<file path="config.mk">
export PLATFORM = sky130hd
export DESIGN_NAME = xbd_decoder
export DESIGN_NICKNAME = d
export VERILOG_FILES = /design/src/xbd_pkg.sv /design/src/xbd_decoder.sv /design/src/xbd_region_match.sv
export SDC_FILE = /design/constraint.sdc
export NUM_CORES = 1
export LEC_CHECK = 0
export BUFFER_PORTS_ARGS = -buffer_cell sky130_fd_sc_hd__clkbuf_2
export CORE_MARGIN = 8
export CORE_UTILIZATION = 36
export CTS_CLUSTER_DIAMETER = 200
export CTS_CLUSTER_SIZE = 8
export DETAILED_ROUTE_END_ITERATION = 6
export PLACE_DENSITY = 0.77
export SLEW_MARGIN = 25
export SYNTH_ARGS = -nofsm -noshare
export SYNTH_HDL_FRONTEND = slang
export SYNTH_SLANG_ARGS = --single-unit
</file>
<file path="constraint.sdc">
create_clock -name i_sys_clk -period 1.25 [get_ports i_sys_clk]
set_input_delay 0.3125 -clock i_sys_clk [delete_from_list [all_inputs] [get_ports i_sys_clk]]
set_output_delay 0.3125 -clock i_sys_clk [all_outputs]
set_load 0.005 [all_outputs]
</file>
<file path="src/xbd_pkg.sv">
// Package of constants and types for the extension bus address decoder
package xbd_pkg;
	localparam logic [15:0] PERIPH_ENABLE_OFFSET = 16'hf024;
	localparam logic [15:0] PERIPH_ENABLE_RESET  = 16'h0005;
	localparam int          FIRST_CAN_BIT        = 0;
	localparam int          SECOND_CAN_BIT       = 1;
	localparam int          FIRST_RAM_BIT        = 2;
	localparam int          SECOND_RAM_BIT       = 3;
	localparam int          CLOCK_CAL_BIT        = 4;
	localparam logic [4:0]  ENABLE_MASK          = 5'h1f;
	localparam logic [23:0] FIRST_RAM_LO         = 24'h00e000;
	localparam logic [23:0] FIRST_RAM_HI         = 24'h00e7ff;
	localparam logic [23:0] SECOND_RAM_LO        = 24'h00c000;
	localparam logic [23:0] SECOND_RAM_HI        = 24'h00dfff;
	localparam logic [23:0] FIRST_CAN_LO         = 24'h00ef00;
	localparam logic [23:0] FIRST_CAN_HI         = 24'h00efff;
	localparam logic [23:0] SECOND_CAN_LO        = 24'h00ee00;
	localparam logic [23:0] SECOND_CAN_HI        = 24'h00eeff;
	localparam logic [23:0] CLOCK_CAL_LO         = 24'h00ec00;
	localparam logic [23:0] CLOCK_CAL_HI         = 24'h00ecff;
	localparam logic [1:0]  CAN_WAIT_STATES      = 2'h2;
	localparam logic [1:0]  RAM_WAIT_STATES      = 2'h0;
	localparam logic [2:0]  SEG_LINES_WITH_CAN   = 3'h4;
	localparam logic [3:0]  SEG_LINES_FULL       = 4'h8;
	localparam logic [2:0]  EXT_MBYTES_WITH_CAN  = 3'h5;
	typedef enum logic [2:0] {
		XBD_TGT_NONE,
		XBD_TGT_EXTERNAL,
		XBD_TGT_FIRST_RAM,
		XBD_TGT_SECOND_RAM,
		XBD_TGT_FIRST_CAN,
		XBD_TGT_SECOND_CAN,
		XBD_TGT_CLOCK_CAL
	} xbd_target_t;
endpackage

</file>
<file path="src/xbd_decoder.sv">
// Extension bus peripheral address decoder with enable register
//
// Functional notes
// - Decode full 24-bit space, byte or word
// - First RAM internal when both enables set
// - First RAM range external otherwise
// - Second RAM internal when both enables set
// - Second RAM range external otherwise
// - RAM access zero wait states, 16-bit
// - RAM not stack, not bit addressable
// - First CAN range routed when enabled
// - Second CAN range routed when enabled
// - CAN accesses take two wait states
// - CAN ranges external only both disabled
// - Disabled CAN releases its port pins
// - Clock range external needs CANs off
// - Disabled RAM range goes external; disabled CAN or clock window stays claimed while a CAN is enabled
// - Enable register resets to 05h
// - Writes ignored while global enable set
// - Emulation mode forces all enables set
// - Oscillator power-down depends on clock enable
// - CAN use limits segment lines to four
`timescale 1ns/1ps
module xbd_decoder
(
	input  wire logic        i_sys_clk,
	input  wire logic        i_rst_n,
	input  wire logic [15:0] i_reg_addr,
	input  wire logic [15:0] i_reg_wdata,
	input  wire logic        i_reg_write,
	input  wire logic        i_reg_read,
	output logic      [15:0] o_reg_rdata,
	input  wire logic        i_global_enable,
	input  wire logic        i_emulation_mode,
	input  wire logic        i_osc_off_bit,
	input  wire logic        i_power_down,
	input  wire logic        i_acc_valid,
	input  wire logic [23:0] i_acc_addr,
	input  wire logic        i_acc_byte,
	input  wire logic        i_acc_write,
	output logic             o_sel_external,
	output logic             o_sel_first_ram,
	output logic             o_sel_second_ram,
	output logic             o_sel_first_can,
	output logic             o_sel_second_can,
	output logic             o_sel_clock_cal,
	output logic             o_sel_none,
	output logic      [1:0]  o_wait_states,
	output logic             o_demux_16bit,
	output logic             o_byte_lane,
	output logic             o_write,
	output logic      [23:0] o_addr,
	output logic             o_stack_allowed,
	output logic             o_bit_addressable,
	output logic             o_first_can_pins_gpio,
	output logic             o_second_can_pins_gpio,
	output logic             o_osc_stop_in_pd,
	output logic      [3:0]  o_segment_lines,
	output logic      [2:0]  o_ext_mbytes_limit
);
	typedef xbd_pkg::xbd_target_t xbd_target_t;

	typedef struct packed {
		logic [4:0]  enables;
		logic [15:0] rdata;
		xbd_target_t target;
		logic [23:0] addr;
		logic        byte_acc;
		logic        write;
	} xbd_state_t;

	xbd_state_t state;
	xbd_state_t next_state;

	logic       hit_ram1;
	logic       hit_ram2;
	logic       hit_can1;
	logic       hit_can2;
	logic       hit_clk;
	logic [4:0] eff;
	logic       glob_en;

	// One comparator per window keeps the decode a flat priority tree
	xbd_region_match #(.LO(xbd_pkg::FIRST_RAM_LO), .HI(xbd_pkg::FIRST_RAM_HI))
		u_ram1 (.i_addr(i_acc_addr), .o_hit(hit_ram1));
	xbd_region_match #(.LO(xbd_pkg::SECOND_RAM_LO),
		.HI(xbd_pkg::SECOND_RAM_HI))
		u_ram2 (.i_addr(i_acc_addr), .o_hit(hit_ram2));
	xbd_region_match #(.LO(xbd_pkg::FIRST_CAN_LO), .HI(xbd_pkg::FIRST_CAN_HI))
		u_can1 (.i_addr(i_acc_addr), .o_hit(hit_can1));
	xbd_region_match #(.LO(xbd_pkg::SECOND_CAN_LO),
		.HI(xbd_pkg::SECOND_CAN_HI))
		u_can2 (.i_addr(i_acc_addr), .o_hit(hit_can2));
	xbd_region_match #(.LO(xbd_pkg::CLOCK_CAL_LO), .HI(xbd_pkg::CLOCK_CAL_HI))
		u_clk (.i_addr(i_acc_addr), .o_hit(hit_clk));

	function automatic logic bit_on(input logic [4:0] en, input int idx);
		bit_on = en[idx];
	endfunction

	// Emulation forces enables
	// Global enable gated here so every user sees it as a real input
	assign eff = !glob_en ? 5'h00 :
		i_emulation_mode ? xbd_pkg::ENABLE_MASK : state.enables;
	assign glob_en = i_global_enable | i_emulation_mode;

	always_comb
	begin
		next_state = state;
		next_state.rdata = 16'h0000;
		if (i_reg_write && i_reg_addr == xbd_pkg::PERIPH_ENABLE_OFFSET &&
			!i_global_enable)
		begin
			next_state.enables = i_reg_wdata[4:0];
		end
		if (i_reg_read && i_reg_addr == xbd_pkg::PERIPH_ENABLE_OFFSET)
		begin
			next_state.rdata = {11'h000, state.enables};
		end
		next_state.addr = i_acc_addr;
		next_state.byte_acc = i_acc_byte;
		next_state.write = i_acc_write;
		next_state.target = xbd_pkg::XBD_TGT_NONE;
		if (i_acc_valid)
		begin
			next_state.target = xbd_pkg::XBD_TGT_EXTERNAL;
			if (hit_ram1 && bit_on(eff, xbd_pkg::FIRST_RAM_BIT))
			begin
				next_state.target = xbd_pkg::XBD_TGT_FIRST_RAM;
			end
			if (hit_ram2 && bit_on(eff, xbd_pkg::SECOND_RAM_BIT))
			begin
				next_state.target = xbd_pkg::XBD_TGT_SECOND_RAM;
			end
			if (hit_can1 && bit_on(eff, xbd_pkg::FIRST_CAN_BIT))
			begin
				next_state.target = xbd_pkg::XBD_TGT_FIRST_CAN;
			end
			if (hit_can2 && bit_on(eff, xbd_pkg::SECOND_CAN_BIT))
			begin
				next_state.target = xbd_pkg::XBD_TGT_SECOND_CAN;
			end
			if (hit_can1 && !bit_on(eff, xbd_pkg::FIRST_CAN_BIT) &&
				bit_on(eff, xbd_pkg::SECOND_CAN_BIT))
			begin
				next_state.target = xbd_pkg::XBD_TGT_NONE;
			end
			if (hit_can2 && !bit_on(eff, xbd_pkg::SECOND_CAN_BIT) &&
				bit_on(eff, xbd_pkg::FIRST_CAN_BIT))
			begin
				next_state.target = xbd_pkg::XBD_TGT_NONE;
			end
			if (hit_clk)
			begin
				if (bit_on(eff, xbd_pkg::CLOCK_CAL_BIT))
				begin
					next_state.target = xbd_pkg::XBD_TGT_CLOCK_CAL;
				end
				else if (bit_on(eff, xbd_pkg::FIRST_CAN_BIT) ||
					bit_on(eff, xbd_pkg::SECOND_CAN_BIT))
				begin
					next_state.target = xbd_pkg::XBD_TGT_NONE;
				end
			end
		end
		if (!i_rst_n)
		begin
			next_state.enables = xbd_pkg::PERIPH_ENABLE_RESET[4:0];
			next_state.rdata = 16'h0000;
			next_state.target = xbd_pkg::XBD_TGT_NONE;
			next_state.addr = 24'h000000;
			next_state.byte_acc = 1'b0;
			next_state.write = 1'b0;
		end
	end

	always_ff @(posedge i_sys_clk)
	begin
		state <= next_state;
	end

	assign o_reg_rdata      = state.rdata;
	assign o_sel_external   = state.target == xbd_pkg::XBD_TGT_EXTERNAL;
	assign o_sel_first_ram  = state.target == xbd_pkg::XBD_TGT_FIRST_RAM;
	assign o_sel_second_ram = state.target == xbd_pkg::XBD_TGT_SECOND_RAM;
	assign o_sel_first_can  = state.target == xbd_pkg::XBD_TGT_FIRST_CAN;
	assign o_sel_second_can = state.target == xbd_pkg::XBD_TGT_SECOND_CAN;
	assign o_sel_clock_cal  = state.target == xbd_pkg::XBD_TGT_CLOCK_CAL;
	assign o_sel_none       = state.target == xbd_pkg::XBD_TGT_NONE;
	assign o_addr           = state.addr;
	assign o_byte_lane      = state.byte_acc;
	assign o_write          = state.write;

	assign o_wait_states = (o_sel_first_can || o_sel_second_can) ?
		xbd_pkg::CAN_WAIT_STATES : xbd_pkg::RAM_WAIT_STATES;
	assign o_demux_16bit = o_sel_first_ram || o_sel_second_ram ||
		o_sel_first_can || o_sel_second_can;

	assign o_stack_allowed   = !(o_sel_first_ram || o_sel_second_ram);
	assign o_bit_addressable = 1'b0;

	assign o_first_can_pins_gpio  = !bit_on(eff, xbd_pkg::FIRST_CAN_BIT);
	assign o_second_can_pins_gpio = !bit_on(eff, xbd_pkg::SECOND_CAN_BIT);

	assign o_osc_stop_in_pd = i_power_down &&
		(!bit_on(eff, xbd_pkg::CLOCK_CAL_BIT) || i_osc_off_bit);

	assign o_segment_lines = (bit_on(eff, xbd_pkg::FIRST_CAN_BIT) ||
		bit_on(eff, xbd_pkg::SECOND_CAN_BIT)) ?
		{1'b0, xbd_pkg::SEG_LINES_WITH_CAN} : xbd_pkg::SEG_LINES_FULL;
	assign o_ext_mbytes_limit = xbd_pkg::EXT_MBYTES_WITH_CAN;
endmodule

</file>
<file path="src/xbd_region_match.sv">
// Inclusive address range compare used for each decoded window
`timescale 1ns/1ps
module xbd_region_match
#(
	parameter logic [23:0] LO = 24'h000000,
	parameter logic [23:0] HI = 24'h000000
)
(
	input  wire logic [23:0] i_addr,
	output logic             o_hit
);
	assign o_hit = (i_addr >= LO) && (i_addr <= HI);
endmodule
</file>
After elaboration in Yosys (flattened, before gate mapping)
Cells that the tools add are included.
- bits in registers: 50
- bits of input ports: 67
- output and inout port bits: 64
- magnitude comparators: 10
- eq/ne operators: 7
- mux-type cells: 13
- bitwise operators: 1
- reduce and logical (&&, ||, !) cells: 31
- operators by type and width (kind ; count):
    24-bit by 16-bit >= comparator with 1-bit output (second input constant) ; 5
    24-bit by 16-bit <= comparator with 1-bit output (second input constant) ; 5
    3-bit 2-to-1 mux ; 8
    1-bit logical AND ; 17
    16-bit == test (second input constant) ; 1
    5-bit 2-to-1 mux ; 2
    3-bit == test (second input constant) ; 3
    3-bit by 2-bit == test with 1-bit output (second input constant) ; 2
    1-bit logical OR ; 6
    1-bit logical NOT ; 5
    2-bit 2-to-1 mux ; 2
    4-bit 2-to-1 mux ; 1
    2-bit AND reduction ; 2
    3-bit by 1-bit == test with 1-bit output (second input constant) ; 1
    3-bit logical NOT ; 1
    1-bit OR ; 1

Logic depth before layout (Yosys ltp)
Gate-level depths: netlist of the first run.
- word-level depth: 12
- gate-level depth with buffers: 5
- mapped depth without buffers: 4

Cells and area by module
A second synthesis of the first run with hierarchy kept.
- cell total of the unflattened synthesis: 224
- area total of the unflattened synthesis: 2034.5 sq um
- by module, submodules not included (module ; times used ; cells each ; area an instance (sq um) ; sequential area each (sq um)):
    xbd_decoder ; 1 ; 195 ; 1793.0 ; 780.7
    xbd_region_match at u_can2 ; 1 ; 10 ; 71.3 ; 0.0
    xbd_region_match at u_can1 ; 1 ; 5 ; 51.3 ; 0.0
    xbd_region_match at u_clk ; 1 ; 5 ; 47.5 ; 0.0
    xbd_region_match at u_ram1 ; 1 ; 5 ; 42.5 ; 0.0
    xbd_region_match at u_ram2 ; 1 ; 4 ; 28.8 ; 0.0

Least setup slack after synthesis of the first run
Ideal clock, no wire load.
- kind: input -> register
- from: input i_reg_addr[7]
- to: register state, in the netlist o_reg_rdata[0]
- setup time: 115 ps
- data arrival time: 1147 ps
- required time: 1135 ps
- path slack: -12 ps
- cell stages on the path: 5
- buffers on the path: 1
- cells stage by stage: and4bb_2 and4_1 buf_4 and3_4 and2_1
- word-level cells in the longest chain between the ends: 3
- RTL lines (what ; line ; source):
    from (decl) ; xbd_decoder.sv:28 ; input wire logic [15:0] i_reg_addr,
    16-bit == test ; xbd_decoder.sv:116 ; if (i_reg_read && i_reg_addr == xbd_pkg::PERIPH_ENABLE_OFFSET)
    1-bit logical AND ; xbd_decoder.sv:116 ;
    2-bit AND reduction (no line) ; - ;
    to (signal assigned) ; xbd_decoder.sv:179 ; state <= next_state;
    to (decl) ; xbd_decoder.sv:72 ; xbd_state_t state;
No other way between the ends.
A chain may end at the register's enable or synchronous reset.

Final worst setup path of the first run
- from: register state[46] (netlist bit)
- to: output o_segment_lines[2]
- word-level cells in the longest chain between the ends: 4
- RTL lines (what ; line ; source):
    5-bit 2-to-1 mux ; xbd_decoder.sv:104 ; i_emulation_mode ? xbd_pkg::ENABLE_MASK : state.enables;
    5-bit 2-to-1 mux ; xbd_decoder.sv:103 ; assign eff = !glob_en ? 5'h00 :
    1-bit logical OR ; xbd_decoder.sv:208 ; assign o_segment_lines = (bit_on(eff, xbd_pkg::FIRST_CAN_BIT) ||
    4-bit 2-to-1 mux ; xbd_decoder.sv:209 ; bit_on(eff, xbd_pkg::SECOND_CAN_BIT)) ?
    to (decl) ; xbd_decoder.sv:58 ; output logic [3:0] o_segment_lines,
No other way between the ends.

==> impl_metrics.yaml, run 1 <==
min_path:
  hold_path_class: "primary input to register"
  worstHoldEndpoint: "o_addr[1]$_SDFF_PN0_"
  hold_depth: 2
  hp-start: "i_acc_addr[1]"
yosys:
  ys_seq_area_share_pct: 43.1
  syn_inst: 197
  yosys_warnings: 0
  async_flop_share_pct: 0
  ys_seq_elements: 39
  synthAdderAreaFrac_pct: 1.38
  ys.flop_type: "dfxtp_1"
  synth-compound-area-share_pct: 7.38
  synth_mux_area_share_pct: 0.552
  synthXorXnorAreaFrac_pct: 0
  avgSynthCellArea_um2: 9.20
  yosys.area_share.simple_pct: 24.7
  syn_area_mm2: 0.00181
  synth-edff-count: 0
  ys_types: 33
  synth_top_family_by_area: "simple AND/OR/NAND/NOR gates"
clock_network:
  clock-sinks: 39
  cts.root.buffer_cell: "clkbuf_8"
  cts_hold_buf: 0
  clockBufferDepth: 2
  numCtsBuffers: 5
  path_clk_slew_ns: 0.07
  cts_max_level: 2
  cts_tree: "done"
  clock_latency_ns: 0.28
grt:
  track_usage_pct: 11.8
  grt_pass1_vias: 1591
  grt_max_degree: 20
  antenna_found_initial: 0
  gr-total-overflow: 0
  grt_first_pass_wirelength_um: 6980
detailed_routing:
  vias_per_cell: 4.25
  drc: 0
  drtIter0Drc: 45
  vias: 1501
  wl_per_cell_um: 12.9
  wirelength_um: 4550
  dr.pass1.iters: 4
  ant_nets: 0
floorplan:
  rows: 26
  core_area_mm2: 0.00498
  die_h_um: 87.0
  dieArea_mm2: 0.00756
  start_util_pct: 36.4
  die_w_um: 87.0
  num_io_pins: 131
pwr:
  clkPwrFrac_pct: 34.4
  combinationalPowerShare_pct: 12.2
  vdd.ir_drop.worst_mv: 0.470
  powerDensity_mw_per_mm2: 997
  p_sw_share_pct: 22.8
  power_leakage_uw: 0.00119
  switchingPower_uw: 553
  p_total_uw: 2430
  seqPwrFrac_pct: 53.5
  cell_internal_pwr_uw: 1870
worst_setup_path:
  r2r.worst_path.cells: 5
  critPathTopFamily: "flip-flops"
  worst_setup_path_end_kind: "output pin"
  cp_slowest_cell: "dfxtp_2"
  r2r_start: "state[46]$_SDFFE_PN0P_"
  slowest_delay_ns: 0.32
  r2r-end: "state[26]$_SDFF_PN0_"
  crit_arrival_ns: 1.08
  cp.required_ns: 0.94
  crit_chain: "o21a_1 > nor2_2 > inv_1 > clkbuf_2"
  reg2reg_slack_ns: 0.08
  crit_buf_inv: 2
  cp-start-kind: "register"
  critical_path_class: "register to output pin"
  path_max_fanout: 3
timing:
  post-route-period-util_pct: 111
  grt_setup_unrepaired: "yes"
  fin_skew_ns: 0.00650
  drv_slew: 0
  worst_slack_ns: -0.141
  hold_viol_final: 0
  fmax_mhz: 719
  finalCriticalPeriod_ns: 1.39
  setup_violations: 15
finish:
  layout-drive-gt1-share_pct: 53.0
  seq_area_um2: 793
  final_common_cell: "clkbuf_2"
  multi_input_area_um2: 773
  final_nets: 352
  layout_common_cells: "clkbuf_2 (91), dfxtp_1 (35), and2_1 (32)"
  finish.instance_area_mm2: 0.00243
  utilization_pct: 48.9
  syn_to_final_growth_pct: 34.3
  antennaDiodeCount: 0
  n_fill_cell: 479
flow_run:
  maxCapViolCount: 0
placed_design:
  place.port_buffers: 101
  place.gp.congestion: 0.797
  dpl.hpwl_um: 3890
  dpl-instance-area_mm2: 0.00218
  dp_worst_setup_slack_ns: -0.188
run_status:
  status: "finished, violations left"
  violations: "negative setup slack"
routing by layer:
| metal | wire (um) | track usage [%] | up-vias |
|---|---|---|---|
| met5 | 0 | 0 | - |
| met4 | 66 | 5.16 | 0 |
| met3 | 423 | 4.62 | 5 |
| met2 | 2230 | 20.9 | 80 |
| met1 | 1820 | 11.9 | 659 |
| li1 | - | - | 757 |
stage by stage:
stage | instances | TNS [ns] | hold WS (ns)
after floorplan | 213 | 0 | 0.434
after global placement | 344 | -1.77 | 0.499
after detailed placement | 344 | -1.96 | 0.501
after CTS | 353 | -1.65 | 0.212
after global routing | 353 | -2.17 | 0.219
final | 353 | -1.36 | 0.222
flip-flops by register name, summed over array words and instances, names as in the netlist:
name / cells
o_addr: 24
state: 8
o_write: 1
o_reg_rdata: 5
o_byte_lane: 1
cells in the mapped netlist (2+ instances only):
cell | instances | area share [%]
ha_1 | 2 | 1.4
inv_1 | 7 | 1.4
a21oi_1 | 10 | 2.8
buf_2 | 2 | 0.55
nor2_1 | 3 | 0.62
nor4_1 | 3 | 1.0
nand2_1 | 4 | 0.83
o21a_1 | 2 | 0.83
conb_1 | 2 | 0.41
and3_1 | 3 | 1.0
o21ai_0 | 6 | 1.7
clkbuf_1 | 3 | 0.62
nand3_1 | 9 | 2.5
nor3_1 | 5 | 1.4
and4b_1 | 2 | 1.1
and2_1 | 32 | 11
dfxtp_1 | 39 | 43
buf_4 | 48 | 20
worst max-delay path by stage:
stage	to	slack, ns	depth (start not counted)	from
after CTS	o_segment_lines[2]	-0.17	4	state[46]$_SDFFE_PN0P_
after global routing	o_segment_lines[2]	-0.22	4	state[46]$_SDFFE_PN0P_
final	o_segment_lines[2]	-0.14	4	state[46]$_SDFFE_PN0P_
after detailed placement	state[27]$_SDFF_PN0_	-0.19	5	i_acc_addr[21]
after global placement	state[27]$_SDFF_PN0_	-0.17	5	i_acc_addr[21]
after floorplan	o_reg_rdata[1]$_SDFF_PN0_	0.003	5	i_reg_addr[6]
power groups by stage:
stage | Sequential (uW) | Clock [uW] | Combinational, uW
after detailed placement | 1330 | 0 | 287
after floorplan | 1330 | 0 | 199
final | 1300 | 834 | 295
after global placement | 1330 | 0 | 281
after CTS | 1300 | 868 | 291
after global routing | 1300 | 924 | 333
final cells by class:
type | instances | area share (%)
inverter | 7 | 1.49
timing repair buffer | 116 | 27.0
clock inverter | 1 | 0.206
multi-input combinational | 114 | 31.8
clock buffer | 6 | 3.39
tap | 70 | 3.60
sequential | 39 | 32.6
timing repair:
action | CTS | global route
gates resized for setup | 22 | 21
endpoints found under the hold margin | 0 | 0
pin swaps | 4 | 1
setup buffers | 2 | 0
setup endpoints to repair | 15 | 17
cell families (layout without fill, tap and decap cells):
logic type	after synthesis	after routing
simple gates	71	71
buf+inv	60	130
flops	39	39
compound gates	22	22
fa+ha+maj	2	2
other cells	2	18
mux	1	1
No activity file was read; power rests on OpenSTA's default activity.
==> run 2, diff against run 1 <==
--- a/config.mk
+++ b/config.mk
@@ -12,6 +12,7 @@
 export CTS_CLUSTER_SIZE = 8
 export DETAILED_ROUTE_END_ITERATION = 6
 export PLACE_DENSITY = 0.77
+export SETUP_SLACK_MARGIN = 0.5
 export SLEW_MARGIN = 25
 export SYNTH_ARGS = -nofsm -noshare
 export SYNTH_HDL_FRONTEND = slang
==> run 2 against run 1 <==
Net effect: the flow still finishes with violations (negative setup slack); sequential cell count is the same; clock-buffer cell count unchanged; via count grew 2.6%; clock skew grew 0.0024 ns; register-to-register slack lost 0.04 ns; worst setup slack lost 0.024 ns; critical path type unchanged; largest cell class is now multi-input combinational cells; largest power group unchanged; highest routed layer unchanged.
==> impl_metrics.yaml, run 2 (synthesis results as in run 1) <==
timing:
  grt_setup_unrepaired: "yes"
  post-route-period-util_pct: 113
  drv_slew: 0
  hold_viol_final: 0
  fmax_mhz: 707
  finalCriticalPeriod_ns: 1.41
  setup_violations: 15
  fin_skew_ns: 0.00890
  worst_slack_ns: -0.164
run_status:
  status: "finished, violations left"
  violations: "negative setup slack"
detailed_routing:
  ant_nets: 0
  vias: 1540
  drtIter0Drc: 38
  wirelength_um: 4900
  wl_per_cell_um: 13.6
  dr.pass1.iters: 4
  drc: 0
  vias_per_cell: 4.27
pwr:
  power_leakage_uw: 0.00127
  powerDensity_mw_per_mm2: 1000
  vdd.ir_drop.worst_mv: 0.480
  p_total_uw: 2700
grt:
  grt_pass1_vias: 1606
  grt_max_degree: 17
  antenna_found_initial: 0
  grt_first_pass_wirelength_um: 7180
  gr-total-overflow: 0
  track_usage_pct: 12.2
worst_setup_path:
  r2r.worst_path.cells: 6
  critical_path_class: "register to output pin"
  crit_arrival_ns: 1.10
  r2r-end: "state[26]$_SDFF_PN0_"
  reg2reg_slack_ns: 0.04
  path_max_fanout: 3
  cp-start-kind: "register"
  cp.required_ns: 0.94
  r2r_start: "state[46]$_SDFFE_PN0P_"
  worst_setup_path_end_kind: "output pin"
  cp-endpoint: "o_segment_lines[2]"
  startpoint: "state[46]$_SDFFE_PN0P_"
floorplan:
  die_h_um: 87.0
  die_w_um: 87.0
  start_util_pct: 36.4
  core_area_mm2: 0.00498
  dieArea_mm2: 0.00756
  rows: 26
  num_io_pins: 131
clock_network:
  path_clk_slew_ns: 0.08
  cts.root.buffer_cell: "clkbuf_8"
  numCtsBuffers: 5
  cts_max_level: 2
  clock-sinks: 39
  cts_tree: "done"
  clockBufferDepth: 2
  clock_latency_ns: 0.29
finish:
  multi_input_area_um2: 872
  final_nets: 359
  seq_area_um2: 821
  largest_register_ffs: 24
  final_common_cell: "clkbuf_2"
  syn_to_final_growth_pct: 49.0
  n_fill_cell: 474
  layout-drive-gt1-share_pct: 67.4
  antennaDiodeCount: 0
  finish.instance_area_mm2: 0.00270
  layout_common_cells: "clkbuf_2 (70), and2_1 (30), dfxtp_2 (20)"
min_path:
  hold_path_class: "primary input to register"
flow_run:
  maxCapViolCount: 0
placed_design:
  place.gp.congestion: 0.796
  dpl.hpwl_um: 3820
  place.port_buffers: 101
  dpl-instance-area_mm2: 0.00227
[run 2: cell types whose count changed in the layout (fill, tap and decap cells not counted), sizes merged]
| cell | before | now |
|---|---|---|
| buf | 25 | 53 |
| bufinv | 0 | 1 |
| clkbuf | 97 | 76 |
[run 2: area by class of cell]
class                      instances  area share [%]
multi-input combinational        114            32.3
sequential                        39            30.4
timing repair buffer             123            28.4
tap                               70            3.24
clock buffer                       6            3.06
inverter                           7            1.34
clock inverter                     2            1.30
[run 2: stage by stage]
stage / utilization, % / hold WS, ns / std cells / TNS [ns] / worst slack, ns
2_1_floorplan: - / 0.434 / 213 / 0 / 0.0256
3_3_place_gp: 45.6 / 0.480 / 343 / -0.961 / -0.131
3_5_place_dp: 45.6 / 0.480 / 343 / -1.27 / -0.165
4_1_cts: 50.5 / 0.217 / 359 / -1.58 / -0.168
5_1_grt: 54.3 / 0.213 / 361 / -2.35 / -0.217
6_report: 54.3 / 0.229 / 361 / -1.46 / -0.164
[run 2: what timing repair did]
| action | CTS | global route |
|---|---|---|
| hold buffers | 0 | 0 |
| resized for setup | 28 | 65 |
| setup buffers | 8 | 2 |
| pin swaps | 27 | 17 |
| setup endpoints to repair | 59 | 72 |
[run 2: per-layer routing]
layer / vias to the layer above / routed length (um) / share of wire [%] / global-route usage, %
li1: 775 / - / - / -
met1: 684 / 1820 / 37 / 12.1
met2: 75 / 2550 / 52 / 21.1
met3: 6 / 444 / 9.1 / 5.47
met4: 0 / 86 / 1.8 / 6.10
met5: - / 0 / 0 / 0
[run 2: how the worst min path moves through the flow]
stage	endpoint	from	slack [ns]	cells past startpoint
3_3_place_gp	o_reg_rdata[3]$_SDFF_PN0_	state[48]$_SDFFE_PN0P_	0.48	1
4_1_cts	o_addr[5]$_SDFF_PN0_	i_acc_addr[5]	0.22	2
3_5_place_dp	o_reg_rdata[3]$_SDFF_PN0_	state[48]$_SDFFE_PN0P_	0.48	1
5_1_grt	o_addr[1]$_SDFF_PN0_	i_acc_addr[1]	0.21	2
6_report	o_addr[7]$_SDFF_PN0_	i_acc_addr[7]	0.23	2
2_1_floorplan	o_addr[0]$_SDFF_PN0_	i_acc_addr[0]	0.43	1
[run 2: power breakdown]
group / switching [uW] / total, uW / internal (uW)
registers: 17.1 / 1300 / 1280
clock network: 421 / 1070 / 646
logic: 153 / 334 / 181
[run 2: worst max-delay path: stages (launching register included)]
cell      delay, ns
dfxtp_4        0.34
o21a_1         0.17
nor2_2         0.12
inv_1          0.07
clkbuf_2       0.11
